### config.mk
export PLATFORM = sky130hd
export DESIGN_NAME = ltt_top
export DESIGN_NICKNAME = d
export VERILOG_FILES = /design/src/common/ltt_pkg.sv /design/src/logic/ltt_fifo.sv /design/src/logic/ltt_thresh.sv /design/src/logic/ltt_top.sv
export VERILOG_INCLUDE_DIRS = /design/src /design/src/common
export SDC_FILE = /design/constraint.sdc
export NUM_CORES = 1
export LEC_CHECK = 0
export BUFFER_PORTS_ARGS = -buffer_cell sky130_fd_sc_hd__buf_2
export CAP_MARGIN = 10
export CORE_MARGIN = 2
export CORE_UTILIZATION = 50
export CTS_BUF_LIST = sky130_fd_sc_hd__clkbuf_4
export CTS_CLUSTER_DIAMETER = 150
export DETAILED_ROUTE_END_ITERATION = 8
export GPL_TIMING_DRIVEN = 0
export HOLD_SLACK_MARGIN = 0.12
export PLACE_DENSITY = 0.84
export SLEW_MARGIN = 30
export SYNTH_ARGS = -nofsm -noshare
export SYNTH_HDL_FRONTEND = slang
export SYNTH_SLANG_ARGS = --single-unit
### constraint.sdc
create_clock -name sys_clk -period 2.9 [get_ports sys_clk]
set_clock_uncertainty 0.15 [all_clocks]
set_input_delay 0.435 -clock sys_clk [delete_from_list [all_inputs] [get_ports sys_clk]]
set_output_delay 0.435 -clock sys_clk [all_outputs]
set_load 0.02 [all_outputs]
### src/common/ltt_map.svh
// register offsets, field positions, reset values and byte thresholds of the tuning block
`ifndef LTT_MAP_SVH
`define LTT_MAP_SVH

`define LTT_OFF_TUNING   8'hF4
`define LTT_OFF_HOSTCTL  8'h50
`define LTT_OFF_RETRIES  8'h08
`define LTT_OFF_STATUS   8'h0C

`define LTT_TUNING_RESET 32'h0000_1000
`define LTT_TUNING_WMASK 32'h0000_B580
`define LTT_HOSTCTL_RESET 32'h0000_0000
`define LTT_RETRIES_RESET 32'h0000_0000

`define LTT_BIT_REORDER  15
`define LTT_THR_HI       13
`define LTT_THR_LO       12
`define LTT_BIT_MPEG     10
`define LTT_BIT_DV       8
`define LTT_BIT_PRIO     7
`define LTT_BIT_GATE     22

`define LTT_THR_2K       2'h0
`define LTT_THR_1K7      2'h1
`define LTT_THR_1K       2'h2
`define LTT_THR_512      2'h3

`define LTT_BYTES_2K     12'h800
`define LTT_BYTES_1K7    12'h6CC
`define LTT_BYTES_1K     12'h400
`define LTT_BYTES_512    12'h200
`define LTT_WORD_BYTES   12'h004

`define LTT_FMT_MPEG     6'h20
`define LTT_FMT_DV       6'h00

`endif

### src/common/ltt_pkg.sv
// types shared by the transmit tuning block
package ltt_pkg;

  typedef enum logic [1:0] {
    st_idle = 2'b00,
    st_fill = 2'b01,
    st_send = 2'b10
  } ltt_state_type;

endpackage : ltt_pkg

### src/logic/ltt_fifo.sv
// small staging fifo with valid and ready on both sides
`timescale 1ns/10ps
module ltt_fifo #(
  parameter int WIDTH = 33,
  parameter int DEPTH = 4
) (
  // clock and reset
  input  wire logic             sys_clk,
  input  wire logic             rst,
  input  wire logic             ce,
  // fill side
  input  wire logic [WIDTH-1:0] in_data,
  input  wire logic             in_valid,
  output logic                  in_ready,
  // drain side
  output logic      [WIDTH-1:0] out_data,
  output logic                  out_valid,
  input  wire logic             out_ready
);

  localparam int AW = $clog2(DEPTH);

  logic [WIDTH-1:0] mem_q [DEPTH];
  logic [AW-1:0]    wr_ptr_q;
  logic [AW-1:0]    rd_ptr_q;
  logic [AW:0]      count_q;
  wire              push;
  wire              pop;

  assign in_ready  = (count_q != (AW+1)'(DEPTH));
  assign out_valid = (count_q != '0);
  assign out_data  = mem_q[rd_ptr_q];
  assign push      = in_valid & in_ready;
  assign pop       = out_valid & out_ready;

  // depth must be a power of two so the pointers wrap by themselves
  always_ff @(posedge sys_clk)
  begin
    if (rst)
    begin
      wr_ptr_q <= '0;
      rd_ptr_q <= '0;
      count_q  <= '0;
    end
    else if (ce)
    begin
      if (push)
        mem_q[wr_ptr_q] <= in_data;
      if (push)
        wr_ptr_q <= wr_ptr_q + AW'(1);
      if (pop)
        rd_ptr_q <= rd_ptr_q + AW'(1);
      count_q <= count_q + (AW+1)'(push) - (AW+1)'(pop);
    end
  end

endmodule : ltt_fifo

### src/logic/ltt_thresh.sv
// start-level decode and the decision to begin sending
`timescale 1ns/10ps
`include "ltt_map.svh"
module ltt_thresh (
  // programmed level and forcing
  input  wire logic [1:0]  code,
  input  wire logic        force_sf,
  // packet progress
  input  wire logic [11:0] bytes_loaded,
  input  wire logic        eop_loaded,
  // decision
  output logic [11:0]      thresh_bytes,
  output logic             go
);

  wire store_fwd;

  assign thresh_bytes = (code == `LTT_THR_512) ? `LTT_BYTES_512 :
                        (code == `LTT_THR_1K)  ? `LTT_BYTES_1K  :
                        (code == `LTT_THR_1K7) ? `LTT_BYTES_1K7 : `LTT_BYTES_2K;
  assign store_fwd    = force_sf | (code == `LTT_THR_2K);
  // a whole packet may always leave, even below the level
  assign go = eop_loaded | (~store_fwd & (bytes_loaded >= thresh_bytes));

endmodule : ltt_thresh

### src/logic/ltt_top.sv
// transmit tuning register, wishbone slave and asynchronous transmit start control
`timescale 1ns/10ps
`include "ltt_map.svh"
module ltt_top (
  // clock and reset
  input  wire logic        sys_clk,
  input  wire logic        rst,
  input  wire logic        ce,
  // wishbone slave
  input  wire logic        wb_cyc_i,
  input  wire logic        wb_stb_i,
  input  wire logic        wb_we_i,
  input  wire logic [7:0]  wb_adr_i,
  input  wire logic [3:0]  wb_sel_i,
  input  wire logic [31:0] wb_dat_i,
  output logic      [31:0] wb_dat_o,
  output logic             wb_ack_o,
  // serial eeprom load
  input  wire logic        eeprom_present,
  input  wire logic        eeprom_load,
  input  wire logic [15:0] eeprom_data,
  // host transmit data
  input  wire logic [31:0] tx_in_data,
  input  wire logic        tx_in_last,
  input  wire logic        tx_in_valid,
  output logic             tx_in_ready,
  // into the asynchronous transmit fifo
  output logic      [31:0] at_out_data,
  output logic             at_out_last,
  output logic             at_out_valid,
  input  wire logic        at_out_ready,
  // link side
  input  wire logic        at_fifo_empty,
  input  wire logic        link_tx_done,
  output logic             tx_go,
  output logic             tx_underrun,
  // stream and arbitration controls
  input  wire logic [5:0]  cip_fmt,
  output logic             stamp_boost,
  output logic             async_tx_reorder_disable,
  output logic             priority_arb_en
);

  logic [31:0]              tun_q;
  logic [31:0]              tun_d;
  logic [31:0]              hostctl_q;
  logic [31:0]              retries_q;
  logic [31:0]              rdata_q;
  logic                     ack_q;
  logic [11:0]              bytes_q;
  logic                     eop_q;
  logic                     retry_q;
  logic                     underrun_q;
  logic                     reorder_q;
  logic                     prio_q;
  ltt_pkg::ltt_state_type   state_q;
  ltt_pkg::ltt_state_type   state_d;

  wire [31:0] lane_mask;
  wire [31:0] wmask;
  wire [31:0] ee_word;
  wire        access;
  wire        wr_en;
  wire        sel_tun;
  wire        sel_hostctl;
  wire        sel_retries;
  wire        sel_status;
  wire [31:0] status_w;
  wire [31:0] rd_mux;
  wire        gate;
  wire        force_sf;
  wire        go;
  wire [11:0] thresh_bytes;
  wire [32:0] fifo_out;
  wire        fifo_valid;
  wire        out_fire;
  wire        underrun_now;

  genvar lane;
  generate
    for (lane = 0; lane < 4; lane++)
    begin : g_lane
      assign lane_mask[lane*8 +: 8] = {8{wb_sel_i[lane]}};
    end
  endgenerate

  // register bus decode
  assign access      = wb_cyc_i & wb_stb_i & ~ack_q;
  assign wr_en       = access & wb_we_i & ce;
  assign sel_tun     = (wb_adr_i == `LTT_OFF_TUNING);
  assign sel_hostctl = (wb_adr_i == `LTT_OFF_HOSTCTL);
  assign sel_retries = (wb_adr_i == `LTT_OFF_RETRIES);
  assign sel_status  = (wb_adr_i == `LTT_OFF_STATUS);
  assign wmask       = `LTT_TUNING_WMASK & lane_mask;
  assign ee_word     = {16'h0000, eeprom_data};

  // only the writable fields ever change, so reserved bits stay zero
  always_comb
  begin
    tun_d = tun_q;
    if (wr_en & sel_tun)
      tun_d = (tun_q & ~wmask) | (wb_dat_i & wmask);
    if (eeprom_present & eeprom_load)
      tun_d = (tun_d & ~`LTT_TUNING_WMASK) | (ee_word & `LTT_TUNING_WMASK);
  end

  assign status_w = {4'h0, bytes_q, 8'h00, underrun_q, retry_q, eop_q, gate,
                     2'b00, state_q};
  assign rd_mux   = sel_tun     ? tun_q :
                    sel_hostctl ? hostctl_q :
                    sel_retries ? retries_q :
                    sel_status  ? status_w : 32'h0000_0000;

  always_ff @(posedge sys_clk)
  begin
    if (rst)
    begin
      tun_q     <= `LTT_TUNING_RESET;
      hostctl_q <= `LTT_HOSTCTL_RESET;
      retries_q <= `LTT_RETRIES_RESET;
      rdata_q   <= 32'h0000_0000;
      ack_q     <= 1'b0;
    end
    else if (ce)
    begin
      tun_q <= tun_d;
      if (wr_en & sel_hostctl)
        hostctl_q[`LTT_BIT_GATE] <= wb_dat_i[`LTT_BIT_GATE] & wb_sel_i[2];
      if (wr_en & sel_retries)
        retries_q <= (retries_q & ~lane_mask) | (wb_dat_i & lane_mask);
      ack_q   <= access;
      rdata_q <= rd_mux;
    end
  end

  assign wb_ack_o = ack_q;
  assign wb_dat_o = rdata_q;

  // enhancement controls
  assign gate     = hostctl_q[`LTT_BIT_GATE];
  assign force_sf = retry_q | (retries_q == 32'h0000_0000) | ~gate;

  always_ff @(posedge sys_clk)
  begin
    if (rst)
    begin
      reorder_q <= 1'b0;
      prio_q    <= 1'b0;
    end
    else if (ce)
    begin
      reorder_q <= gate & tun_q[`LTT_BIT_REORDER];
      prio_q    <= gate & tun_q[`LTT_BIT_PRIO];
    end
  end

  assign async_tx_reorder_disable = reorder_q;
  assign priority_arb_en          = prio_q;
  assign stamp_boost = gate & ((tun_q[`LTT_BIT_MPEG] & (cip_fmt == `LTT_FMT_MPEG)) |
                               (tun_q[`LTT_BIT_DV] & (cip_fmt == `LTT_FMT_DV)));

  // data path: the next packet is held back until the current one is sent
  ltt_fifo #(
    .WIDTH (33),
    .DEPTH (4)
  ) u_fifo (
    .sys_clk   (sys_clk),
    .rst       (rst),
    .ce        (ce),
    .in_data   ({tx_in_last, tx_in_data}),
    .in_valid  (tx_in_valid),
    .in_ready  (tx_in_ready),
    .out_data  (fifo_out),
    .out_valid (fifo_valid),
    .out_ready (at_out_ready & ~eop_q)
  );

  assign at_out_data  = fifo_out[31:0];
  assign at_out_last  = fifo_out[32];
  assign at_out_valid = fifo_valid & ~eop_q;
  assign out_fire     = at_out_valid & at_out_ready;

  ltt_thresh u_thresh (
    .code         (tun_q[`LTT_THR_HI:`LTT_THR_LO]),
    .force_sf     (force_sf),
    .bytes_loaded (bytes_q),
    .eop_loaded   (eop_q),
    .thresh_bytes (thresh_bytes),
    .go           (go)
  );

  // start sequencing
  assign underrun_now = (state_q == ltt_pkg::st_send) & at_fifo_empty & ~eop_q;

  always_comb
  begin
    state_d = state_q;
    case (state_q)
      ltt_pkg::st_idle:
        if (out_fire)
          state_d = ltt_pkg::st_fill;
      ltt_pkg::st_fill:
        if (go)
          state_d = ltt_pkg::st_send;
      ltt_pkg::st_send:
        if (link_tx_done)
          state_d = ltt_pkg::st_idle;
        else if (underrun_now)
          state_d = ltt_pkg::st_fill;
      default:
        state_d = ltt_pkg::st_idle;
    endcase
  end

  always_ff @(posedge sys_clk)
  begin
    if (rst)
    begin
      state_q    <= ltt_pkg::st_idle;
      bytes_q    <= 12'h000;
      eop_q      <= 1'b0;
      retry_q    <= 1'b0;
      underrun_q <= 1'b0;
    end
    else if (ce)
    begin
      state_q    <= state_d;
      underrun_q <= underrun_now & ~link_tx_done;
      if ((state_q == ltt_pkg::st_send) & link_tx_done)
      begin
        bytes_q <= 12'h000;
        eop_q   <= 1'b0;
        retry_q <= 1'b0;
      end
      else
      begin
        // count saturates at the largest level to stay within 12 bits
        if (out_fire & (bytes_q < `LTT_BYTES_2K))
          bytes_q <= bytes_q + `LTT_WORD_BYTES;
        if (out_fire & at_out_last)
          eop_q <= 1'b1;
        if (underrun_now)
          retry_q <= 1'b1;
      end
    end
  end

  assign tx_go       = (state_q == ltt_pkg::st_send);
  assign tx_underrun = underrun_q;

  a_reset_value: assert property (@(posedge sys_clk)
    $past(rst) && !rst |-> tun_q == `LTT_TUNING_RESET)
    else $error("tuning register not at reset value");

  a_reserved_read: assert property (@(posedge sys_clk) disable iff (rst)
    wb_ack_o && $past(sel_tun) |-> (wb_dat_o & ~`LTT_TUNING_WMASK) == 32'h0000_0000)
    else $error("reserved tuning bits read nonzero");

  a_ro_write_kept: assert property (@(posedge sys_clk) disable iff (rst)
    ce && wr_en && sel_tun && !eeprom_load |=> (tun_q & ~`LTT_TUNING_WMASK) == 32'h0)
    else $error("write reached a read-only tuning bit");

  a_eeprom_load: assert property (@(posedge sys_clk) disable iff (rst)
    ce && eeprom_present && eeprom_load
    |=> (tun_q & `LTT_TUNING_WMASK) == ($past(ee_word) & `LTT_TUNING_WMASK))
    else $error("eeprom word not loaded");

  a_gate_off_quiet: assert property (@(posedge sys_clk) disable iff (rst)
    !gate && !$past(gate) |-> !async_tx_reorder_disable && !priority_arb_en && !stamp_boost)
    else $error("enhancement active without gate");

  a_reorder_follow: assert property (@(posedge sys_clk) disable iff (rst)
    ce && gate && tun_q[`LTT_BIT_REORDER] |=> async_tx_reorder_disable)
    else $error("pipelining not disabled");

  a_prio_follow: assert property (@(posedge sys_clk) disable iff (rst)
    ce && gate && tun_q[`LTT_BIT_PRIO] |=> priority_arb_en)
    else $error("priority arbitration not enabled");

  a_mpeg_boost: assert property (@(posedge sys_clk) disable iff (rst)
    gate && tun_q[`LTT_BIT_MPEG] && cip_fmt == 6'h20 |-> stamp_boost)
    else $error("mpeg timestamp boost missing");

  a_dv_boost: assert property (@(posedge sys_clk) disable iff (rst)
    gate && tun_q[`LTT_BIT_DV] && cip_fmt == 6'h00 |-> stamp_boost)
    else $error("dv timestamp boost missing");

  a_level_start: assert property (@(posedge sys_clk) disable iff (rst)
    ce && state_q == ltt_pkg::st_fill && !force_sf && tun_q[13:12] == 2'h3
    && bytes_q >= 12'h200 |=> tx_go)
    else $error("no start at 512 byte level");

  a_sf_complete: assert property (@(posedge sys_clk) disable iff (rst)
    $rose(tx_go) && (tun_q[13:12] == 2'h0 || retries_q == 32'h0) |-> eop_q)
    else $error("store-and-forward started before packet end");

  a_underrun_retry: assert property (@(posedge sys_clk) disable iff (rst)
    tx_underrun |-> retry_q && !tx_go ##1 (!tx_go || eop_q))
    else $error("underrun did not force whole-packet retry");

endmodule : ltt_top

# --- Word-level counts from Yosys, hierarchy flattened ---
# Memory sizes are Yosys's and may differ from the RTL's. A register that Yosys moved wholly into a read port is not among the register bits.
# Cells that the tools add are included.
word_totals:
  regBits: 124
  latchBits: 0
  ramBits: 132
  mem_bits_ro: 0
  in_bits: 111
  out_inout_bits: 73
  wordCells: 127
  n_memories: 1
op_classes:
  addsub: 5
  multipliers: 0
  div_mod_pow: 0
  order_cmp: 2
  eq_ne: 14
  shifts: 0
  mux: 26
  bitwise_logic: 45
  n_reduce_logical: 18
mem_list:
  columns: ["name", "words", "width", "rd", "rd_ports_with_merged_regs", "wr", "line_no", "text"]
  rows:
  - ["u_fifo.mem_q", 4, 33, 1, 1, 1, "ltt_fifo.sv:23", "logic [WIDTH-1:0] mem_q [DEPTH];"]
op_table:
  columns: ["operator", "count"]
  rows:
  - ["$mux 32", 5]
  - ["$and 32x32->32", 3]
  - ["$or 32x32->32", 2]
  - ["$mux 12", 5]
  - ["$and 32x16->32", 1]
  - ["$logic_not 32->1", 1]
  - ["$not 16->32", 1]
  - ["$not 32->32", 1]
  - ["$or 32x16->32", 1]
  - ["$mux 28", 1]
  - ["$and 1x1->1", 26]
  - ["$eq 8x4->1 const B", 2]
  - ["$reduce_and 2->1", 8]
  - ["$add 12x3->12 const B", 1]
  - ["$ge 12x12->1", 1]
  - ["$lt 12x12->1 const B", 1]
  - ["$mux 2", 6]
  - ["$eq 8x7->1 const B", 1]
  - ["$eq 8x8->1 const B", 1]
  - ["$mux 1", 8]
  - ["$reduce_bool 2->1", 4]
  - ["$eq 2x2->1 const B", 3]
  - ["$eq 6x6->1 const B", 1]
  - ["$logic_not 6->1", 1]
  - ["13 further kinds", 25]

# --- Depth between registers and ports, before layout ---
# Gate-level depths: netlist (run 1).
depth:
  word_depth: 9
  mapped_depth: 12

# --- By module ---
# A second synthesis (run 1) with hierarchy kept.
hier_totals:
  cells_unflattened: 728
  area_unflattened_um2: 9504.1
modules_own_cells:
  columns: ["mod", "instances", "cells_each", "area_per_inst_um2", "seq_area_each_um2"]
  rows:
  - ["ltt_fifo", 1, 229, 5273.8, 4144.0]
  - ["ltt_top", 1, 456, 3903.7, 1781.7]
  - ["ltt_thresh", 1, 43, 326.6, 0.0]

# --- Least setup slack after synthesis (run 1) ---
# No wires, ideal clock.
synth_path:
  path_kind: "reg-to-reg"
  startpoint: "reg u_fifo.count_q[2]"
  endpoint: "reg u_fifo.count_q[2]"
  setup_ns: 0.128
  arrival_time_ns: 2.372
  t_required_ns: 2.622
  setup_slack_ns: 0.250
  path_stages_with_launch: 13
  path_buffers: 0
  cell_sequence: "dfxtp_1 > nor3_1 > nor2_1 > and2_1 > ha_1 > inv_1 > ha_1 > inv_1 > fa_1 > xnor2_1 > nor2_1 > xnor2_1 > nor2_1"
synth_via:
  elab_chain_cells: 4
synth_lines:
  columns: ["element", "line_no", "text"]
  rows:
  - ["from (decl)", "ltt_fifo.sv:26", "logic [AW:0] count_q;"]
  - ["from (signal assigned)", "ltt_fifo.sv:53", "count_q <= count_q + (AW+1)'(push) - (AW+1)'(pop);"]
  - ["$ne 3x3->1", "ltt_fifo.sv:30", "assign in_ready = (count_q != (AW+1)'(DEPTH));"]
  - ["$and 1x1->1", "ltt_fifo.sv:33", "assign push = in_valid & in_ready;"]
  - ["$add 3x1->3", "ltt_fifo.sv:53", null]
  - ["$sub 3x1->3 (*)", "ltt_fifo.sv:53", null]
# Every way passes the cells marked *; elsewhere a longest branch is shown, timed or not.
# A chain may end at the register's enable or synchronous reset.

# --- Worst setup path in the final report (run 1) ---
layout_path:
  startpoint: "reg hostctl_q[22]"
  endpoint: "out stamp_boost"
layout_via:
  elab_chain_cells: 1
layout_lines:
  columns: ["element", "line_no", "text"]
  rows:
  - ["from (decl)", "ltt_top.sv:46", "logic [31:0] hostctl_q;"]
  - ["from (signal assigned)", "ltt_top.sv:119", "hostctl_q <= `LTT_HOSTCTL_RESET;"]
  - ["from (signal, indexed assignment)", "ltt_top.sv:128", "hostctl_q[`LTT_BIT_GATE] <= wb_dat_i[`LTT_BIT_GATE] & wb_sel_i[2];"]
  - ["$and 1x1->1", "ltt_top.sv:159", "assign stamp_boost = gate & ((tun_q[`LTT_BIT_MPEG] & (cip_fmt == `LTT_FMT_MPEG)) |"]
  - ["to (decl)", "ltt_top.sv:39", "output logic stamp_boost,"]
# Every way passes these cells.

==> impl_metrics.tcl, run 1 <==
set metrics [dict create \
    cp_top_family "simple AND/OR/NAND/NOR gates" \
    routed_wl_um 24100 \
    start_util_pct 51.1 \
    seq_area_um2 5930 \
    multi_input_area_um2 3090 \
    cp-end-kind "output pin" \
    relSlewSlack_pct 59.9 \
    grt_pass1_vias 7038 \
    synthCells 654 \
    power_mw 7.30 \
    cp.depth 3 \
    met1_usage_pct 29.2 \
    swShare_pct 26.5 \
    outcome "complete, no violations" \
    synth_edf_count 132 \
    grtUsageMet2_pct 42.2 \
    vias 6943 \
    top_usage_layer "met2" \
    syn_area_um2 9210 \
    seqPwrFrac_pct 49.5 \
    seq_area_frac_synth_pct 64.4 \
    cts_setup_buffers 0 \
    clock.fmax_mhz 353 \
    ant_nets 0 \
    grt_overflow 0 \
    synth.distinct_cells 56 \
    cp.buffers_inverters 1 \
    rrSetupSlack_ps 130 \
    netlist.area_leader.share_pct 43.0 \
    ir_drop_mv 0.463 \
    routed_via_density 5.57 \
    fp.dieW_um 140 \
    setup_viol_count_final 0 \
    grt_pass1_wl_um 37100 \
    insertion_delay_ps 690 \
    yosysTopAreaCell "edfxtp_1" \
    post_drt_wl_per_cell_um 19.3 \
    synth.area.top_cells "edfxtp_1 (43%), dfxtp_1 (21%), mux4_2 (8.1%)" \
    cap_viol_max_count 0 \
    p_per_area_nw_per_um2 604 \
    min_period_ps 2830 \
    crit_path_start "hostctl_q[22]$_SDFFE_PP0P_" \
    drcViolationCount 0 \
    synthArstFlopShare_pct 0 \
    reg2reg_from "wb_ack_o$_SDFFE_PP0P_" \
    first_pass_iters 5 \
    utilization_pct 67.0 \
    arrival_ps 2250 \
    nets 1100 \
    synth_top_flop_cell "edfxtp_1" \
    clk_path_buf_depth 3 \
    crit_path_start_kind "flop" \
    p_comb_share_pct 14.1 \
    worst_pin_slew_ps 587 \
    yosys-top-cells-count "edfxtp_1 (132), dfxtp_1 (98), nor2_1 (73), mux2i_1 (38), mux4_2 (33)" \
    period_share_pct 97.7 \
    coreArea_um2 18000 \
    drive_above_1_share_pct 32.4 \
    cts_tree "done" \
    r2r_end "hostctl_q[22]$_SDFFE_PP0P_" \
    report.final.slew_viol_count 0 \
    yosys_warnings 0 \
    antenna_found_initial 1 \
    port_buffers 170 \
    syn2layout_area_growth_pct 31.2 \
    drt_iter0_markers 473 \
    die_h_um 140 \
    switching_power_mw 1.94 \
    cts_root_buf "clkbuf_4" \
    p_int_mw 5.36 \
    p_leak_nw 4.98 \
    rsz0062_at_grt "no" \
    ys_ff_latch 230 \
    cts_sinks 230 \
    crit_type "flop to output pin" \
    cp.required_ps 2320 \
    final-hold-violation-count 0 \
    reg2regPathDepth 8 \
    cp-endpoint "stamp_boost" \
    pwr-share-clk_pct 36.4 \
    hold_path.class "primary input to flop" \
    fillers 1216 \
    dp_hpwl_um 15000 \
    numCtsBuffers 54 \
    worst-path-max-fanout 7 \
    avgSynthCellArea_um2 14.1 \
    slowest_stage "or4b_2" \
    synth.net_count 783 \
    place.gp.congestion 0.846 \
    rows 49 \
    h-tree-depth 2 \
    synthMostInstantiatedCell "edfxtp_1" \
    max_stage_delay_ps 610 \
    die-area_um2 19500 \
    clk_pin_slew_ps 70 \
    cp_cell_sequence "or4b_2 > nor4_1 > buf_2" \
    grt_usage_pct 24.4 \
    grt_max_degree 23 \
    met3_usage_pct 5.16 \
    io_pins 184 \
]
[sequential cells by signal, summed over array words and instances, names as in the netlist, named ones only]
signal,count
async_tx_reorder_disable,1
bytes_q,10
eop_q,1
hostctl_q,1
priority_arb_en,1
retries_q,32
retry_q,1
state_q,2
tun_q,6
tx_underrun,1
u_fifo.count_q,3
u_fifo.mem_q,132
u_fifo.rd_ptr_q,2
u_fifo.wr_ptr_q,2
wb_ack_o,1
wb_dat_o,32
[cell usage in the layout (no fill, tap or decap), types with 4 or more instances in the layout]
cell and instances:
clkinv_1 10, xnor2_1 6, mux4_2 33, nand4_1 6, a311oi_1 4, mux2i_1 38, nor2_1 73, a22o_1 12
nor4_1 12, ha_1 17, a221oi_1 8, dlygate4sd3_1 88, nand3_1 10, edfxtp_1 132, and3_1 12, clkbuf_1 17
nand2_1 29, a22oi_1 10, inv_1 13, buf_4 5, a21oi_1 29, and2_2 4, nor3_1 6, buf_2 176
xor2_1 5, buf_16 4, clkbuf_4 87, o21ai_0 4, nand4_2 4, nor2b_1 8, a211oi_1 4, dfxtp_1 97
[cell families (layout without fill, tap and decap cells)]
| group | Yosys count | in the layout | share of synthesized area, % |
|---|---|---|---|
| simple gates | 188 | 188 | 11.0 |
| xor+xnor | 11 | 11 | 1.05 |
| flops | 230 | 230 | 64.4 |
| mux | 71 | 71 | 12.2 |
| other cells | 0 | 1 | 0 |
| compound gates | 88 | 88 | 6.74 |
| buf+inv | 48 | 411 | 2.16 |
| fa+ha+maj | 18 | 18 | 2.53 |
[worst min-delay path, cell delays in order]
cell	delay [ps]
buf_2	140
nand3_2	100
nor4_1	70
a31oi_1	140
a21oi_1	70
[per-stage QoR]
step / area, um^2 / cells / TNS, ps / setup WS [ps] / hold WS [ps]
6_report: 12100 / 1247 / 0 / 65.6 / 156
4_1_cts: 12100 / 1246 / 0 / 5.23 / 125
5_1_grt: 12100 / 1247 / 0 / 7.59 / 161
3_5_place_dp: 10500 / 1057 / 0 / 27.5 / 311
3_3_place_gp: 10300 / 1053 / -11810 / -110 / 303
2_1_floorplan: 9210 / 654 / 0 / 250 / 296
[timing repair]
item / CTS / global route
setup endpoints to repair: 31 / 21
endpoints found under the hold margin: 182 / 0
gates resized for setup: 7 / 3
hold buffers: 88 / 0
[power by group through the flow]
stage               combinational (mW)  sequential [mW]  clock [mW]
global placement                 0.881             3.66           0
global route                      1.11             3.62        2.85
CTS                               1.02             3.61        2.66
finish                            1.03             3.61        2.66
detailed placement               0.923             3.67           0
floorplan                        0.603             3.65           0
[layer usage]
| layer | vias up | part of all wire, % | wire length [um] |
|---|---|---|---|
| met4 | 0 | 3.5 | 838 |
| met2 | 392 | 50 | 12000 |
| met5 | - | 0 | 0 |
| met1 | 3324 | 39 | 9280 |
| li1 | 3168 | - | - |
| met3 | 59 | 8.1 | 1960 |
[layout make-up]
cell class / instances / share of cell area [%]
flip-flops and latches: 230 / 49.1
multi-input cells: 376 / 25.6
repair buffers: 262 / 15.2
clock buffers: 86 / 5.34
well taps: 229 / 2.37
plain buffers: 34 / 1.33
clock inverters: 16 / 0.632
inverters: 13 / 0.404
diodes: 1 / 0.0207
[how the worst min path moves through the flow]
stage | depth (start not counted) | from | slack [ps] | end
floorplan | 2 | retry_q$_SDFFE_PP0P_ | 300 | retry_q$_SDFFE_PP0P_
global placement | 2 | priority_arb_en$_SDFFE_PP0P_ | 300 | priority_arb_en$_SDFFE_PP0P_
detailed placement | 1 | wb_dat_o[3]$_SDFFE_PP0P_ | 310 | wb_dat_o[3]$_SDFFE_PP0P_
CTS | 5 | wb_adr_i[3] | 130 | wb_dat_o[7]$_SDFFE_PP0P_
global route | 4 | wb_sel_i[1] | 160 | tun_q[12]$_SDFFE_PP1P_
finish | 5 | wb_adr_i[3] | 160 | wb_dat_o[7]$_SDFFE_PP0P_
No activity file was read; power rests on OpenSTA's default activity.
==> run 2: changes to the inputs <==
--- a/config.mk
+++ b/config.mk
@@ -6,16 +6,16 @@
 export SDC_FILE = /design/constraint.sdc
 export NUM_CORES = 1
 export LEC_CHECK = 0
-export BUFFER_PORTS_ARGS = -buffer_cell sky130_fd_sc_hd__buf_2
 export CAP_MARGIN = 10
 export CORE_MARGIN = 2
 export CORE_UTILIZATION = 50
 export CTS_BUF_LIST = sky130_fd_sc_hd__clkbuf_4
 export CTS_CLUSTER_DIAMETER = 150
 export DETAILED_ROUTE_END_ITERATION = 8
+export DONT_BUFFER_PORTS = 1
 export GPL_TIMING_DRIVEN = 0
 export HOLD_SLACK_MARGIN = 0.12
-export PLACE_DENSITY = 0.84
+export PLACE_DENSITY = 0.75
 export SLEW_MARGIN = 30
 export SYNTH_ARGS = -nofsm -noshare
 export SYNTH_HDL_FRONTEND = slang
==> run 2 against run 1 <==
- setup slack worse by 11 ps
- sequential share of layout area increased by 1.8 points
- worst hold slack improved by 37 ps
- global-route usage up 0.40 points
- routed wire length is 1.6% higher
- non-clock buffer count shrank 134
- register-to-register slack worse by 30 ps
- largest power group unchanged
- clock power up 3%
- critical path type unchanged
- clock-buffer cell count unchanged
- critical path depth down 1
- combinational power down 14%
- die area did not move
- highest routed layer unchanged
==> impl_metrics.tcl, run 2 (synthesis results as in run 1) <==
set metrics [dict create \
    clk_pin_slew_ps 70 \
    max_stage_delay_ps 670 \
    grt_overflow 0 \
    p_leak_nw 4.34 \
    die_h_um 140 \
    place.gp.congestion 0.913 \
    drcViolationCount 0 \
    seqPwrFrac_pct 49.8 \
    worst_pin_slew_ps 762 \
    relSlewSlack_pct 49.2 \
    tns_ps 0 \
    crit_path_start_kind "flop" \
    dp_hpwl_um 15100 \
    syn2layout_area_growth_pct 26.5 \
    p_per_area_nw_per_um2 623 \
    post_drt_wl_per_cell_um 21.9 \
    grt_usage_pct 24.8 \
    cts_tree "done" \
    worst_slack_ps 54.3 \
    grt_pass1_wl_um 37600 \
    reg2regPathDepth 5 \
    mostFrequentLayoutCells "edfxtp_1 (132), dlygate4sd3_1 (125), dfxtp_1 (97), clkbuf_4 (88), nor2_1 (72)" \
    cts_root_buf "clkbuf_4" \
    grt_pass1_vias 7108 \
    ir_drop_mv 0.462 \
    setup_viol_count_final 0 \
    outcome "complete, no violations" \
    clock.fmax_mhz 351 \
    nets 968 \
    cts_sinks 230 \
    h-tree-depth 2 \
    cap_viol_max_count 0 \
    layout_commonest_cell "edfxtp_1" \
    cts_setup_buffers 0 \
    insertion_delay_ps 690 \
    fp.dieW_um 140 \
    p_comb_share_pct 12.2 \
    min_path_cells 3 \
    first_pass_iters 5 \
    swShare_pct 26.0 \
    post-place-ws_ps -58.7 \
    final_area_um2 11600 \
    start_util_pct 51.1 \
    clk_path_buf_depth 3 \
    vias 6769 \
    p_int_mw 5.36 \
    ant_nets 0 \
    final-hold-violation-count 0 \
    routed_via_density 6.06 \
    coreArea_um2 18000 \
    hold_path.class "primary input to flop" \
    antenna_found_initial 2 \
    switching_power_mw 1.89 \
    grt_max_degree 26 \
    io_pins 184 \
    holdWs_ps 193 \
    slowest_stage "or4b_2" \
    port_buffers 0 \
    report.final.slew_viol_count 0 \
    worst-path-max-fanout 7 \
    drt_iter0_markers 513 \
    cp_cell_sequence "or4b_2 > nor4_4" \
    pwr-share-clk_pct 38.0 \
    drive_above_1_share_pct 18.2 \
    rows 49 \
    min_period_ps 2850 \
    arrival_ps 2260 \
    utilization_pct 64.6 \
    cp-end-kind "output pin" \
    die-area_um2 19500 \
    placed_area_um2 9600 \
    numCtsBuffers 56 \
    regMostFlops "u_fifo.mem_q" \
    largest_register_ffs 132 \
    crit_type "flop to output pin" \
    cp.required_ps 2320 \
    routed_wl_um 24400 \
    period_share_pct 98.1 \
    rsz0062_at_grt "yes" \
]
run 2: per-layer routing:
| metal | track usage (%) | wire length [um] | vias to the layer above |
|---|---|---|---|
| met2 | 41.2 | 11800 | 436 |
| li1 | - | - | 2915 |
| met3 | 7.91 | 2570 | 135 |
| met5 | 0 | 0 | - |
| met1 | 27.7 | 8490 | 3283 |
| met4 | 15.2 | 1590 | 0 |
run 2: repair_timing:
item | CTS | global route
resized for setup | 5 | 10
endpoints found under the setup margin | 32 | 54
hold buffers | 125 | 0
hold endpoints to repair | 192 | 0
run 2: final timing paths:
kind                                   start                         end  slack [ps]
setup reg to reg       wb_ack_o$_SDFFE_PP0P_   retries_q[9]$_SDFFE_PP0P_         100
hold reg to reg   retries_q[29]$_SDFFE_PP0P_   wb_dat_o[29]$_SDFFE_PP0P_         360
setup / recovery  hostctl_q[22]$_SDFFE_PP0P_                 stamp_boost          50
hold / removal                   wb_sel_i[2]  retries_q[23]$_SDFFE_PP0P_         190
run 2: final cells by class:
class | instances | area (um^2)
Antenna cell | 2 | 5.00
Inverter | 13 | 48.8
Clock inverter | 19 | 109
Sequential cell | 230 | 5930
Multi-Input combinational cell | 376 | 3120
Timing Repair Buffer | 129 | 1350
Buffer | 33 | 155
Fill cell | 1269 | 6380
Clock buffer | 86 | 646
Tap cell | 229 | 287
run 2: power groups by stage:
stage	clock network, mW	registers (mW)	logic [mW]
finish	2.75	3.61	0.885
global route	2.99	3.62	0.948
CTS	2.77	3.60	0.876
detailed placement	0	3.67	0.744
global placement	0	3.66	0.707
floorplan	0	3.65	0.603
run 2: worst max-delay path, delay by kind of cell, from the launching register on:
family,cells,cell delay (ps)
flip-flops,1,500
AND/OR/NAND/NOR,2,1080
run 2: stage by stage:
| step | power [mW] | instances |
|---|---|---|
| finish | 7.25 | 1117 |
| global route | 7.56 | 1117 |
| CTS | 7.25 | 1117 |
| detailed placement | 4.41 | 887 |
| global placement | 4.37 | 883 |
| floorplan | 4.25 | 654 |
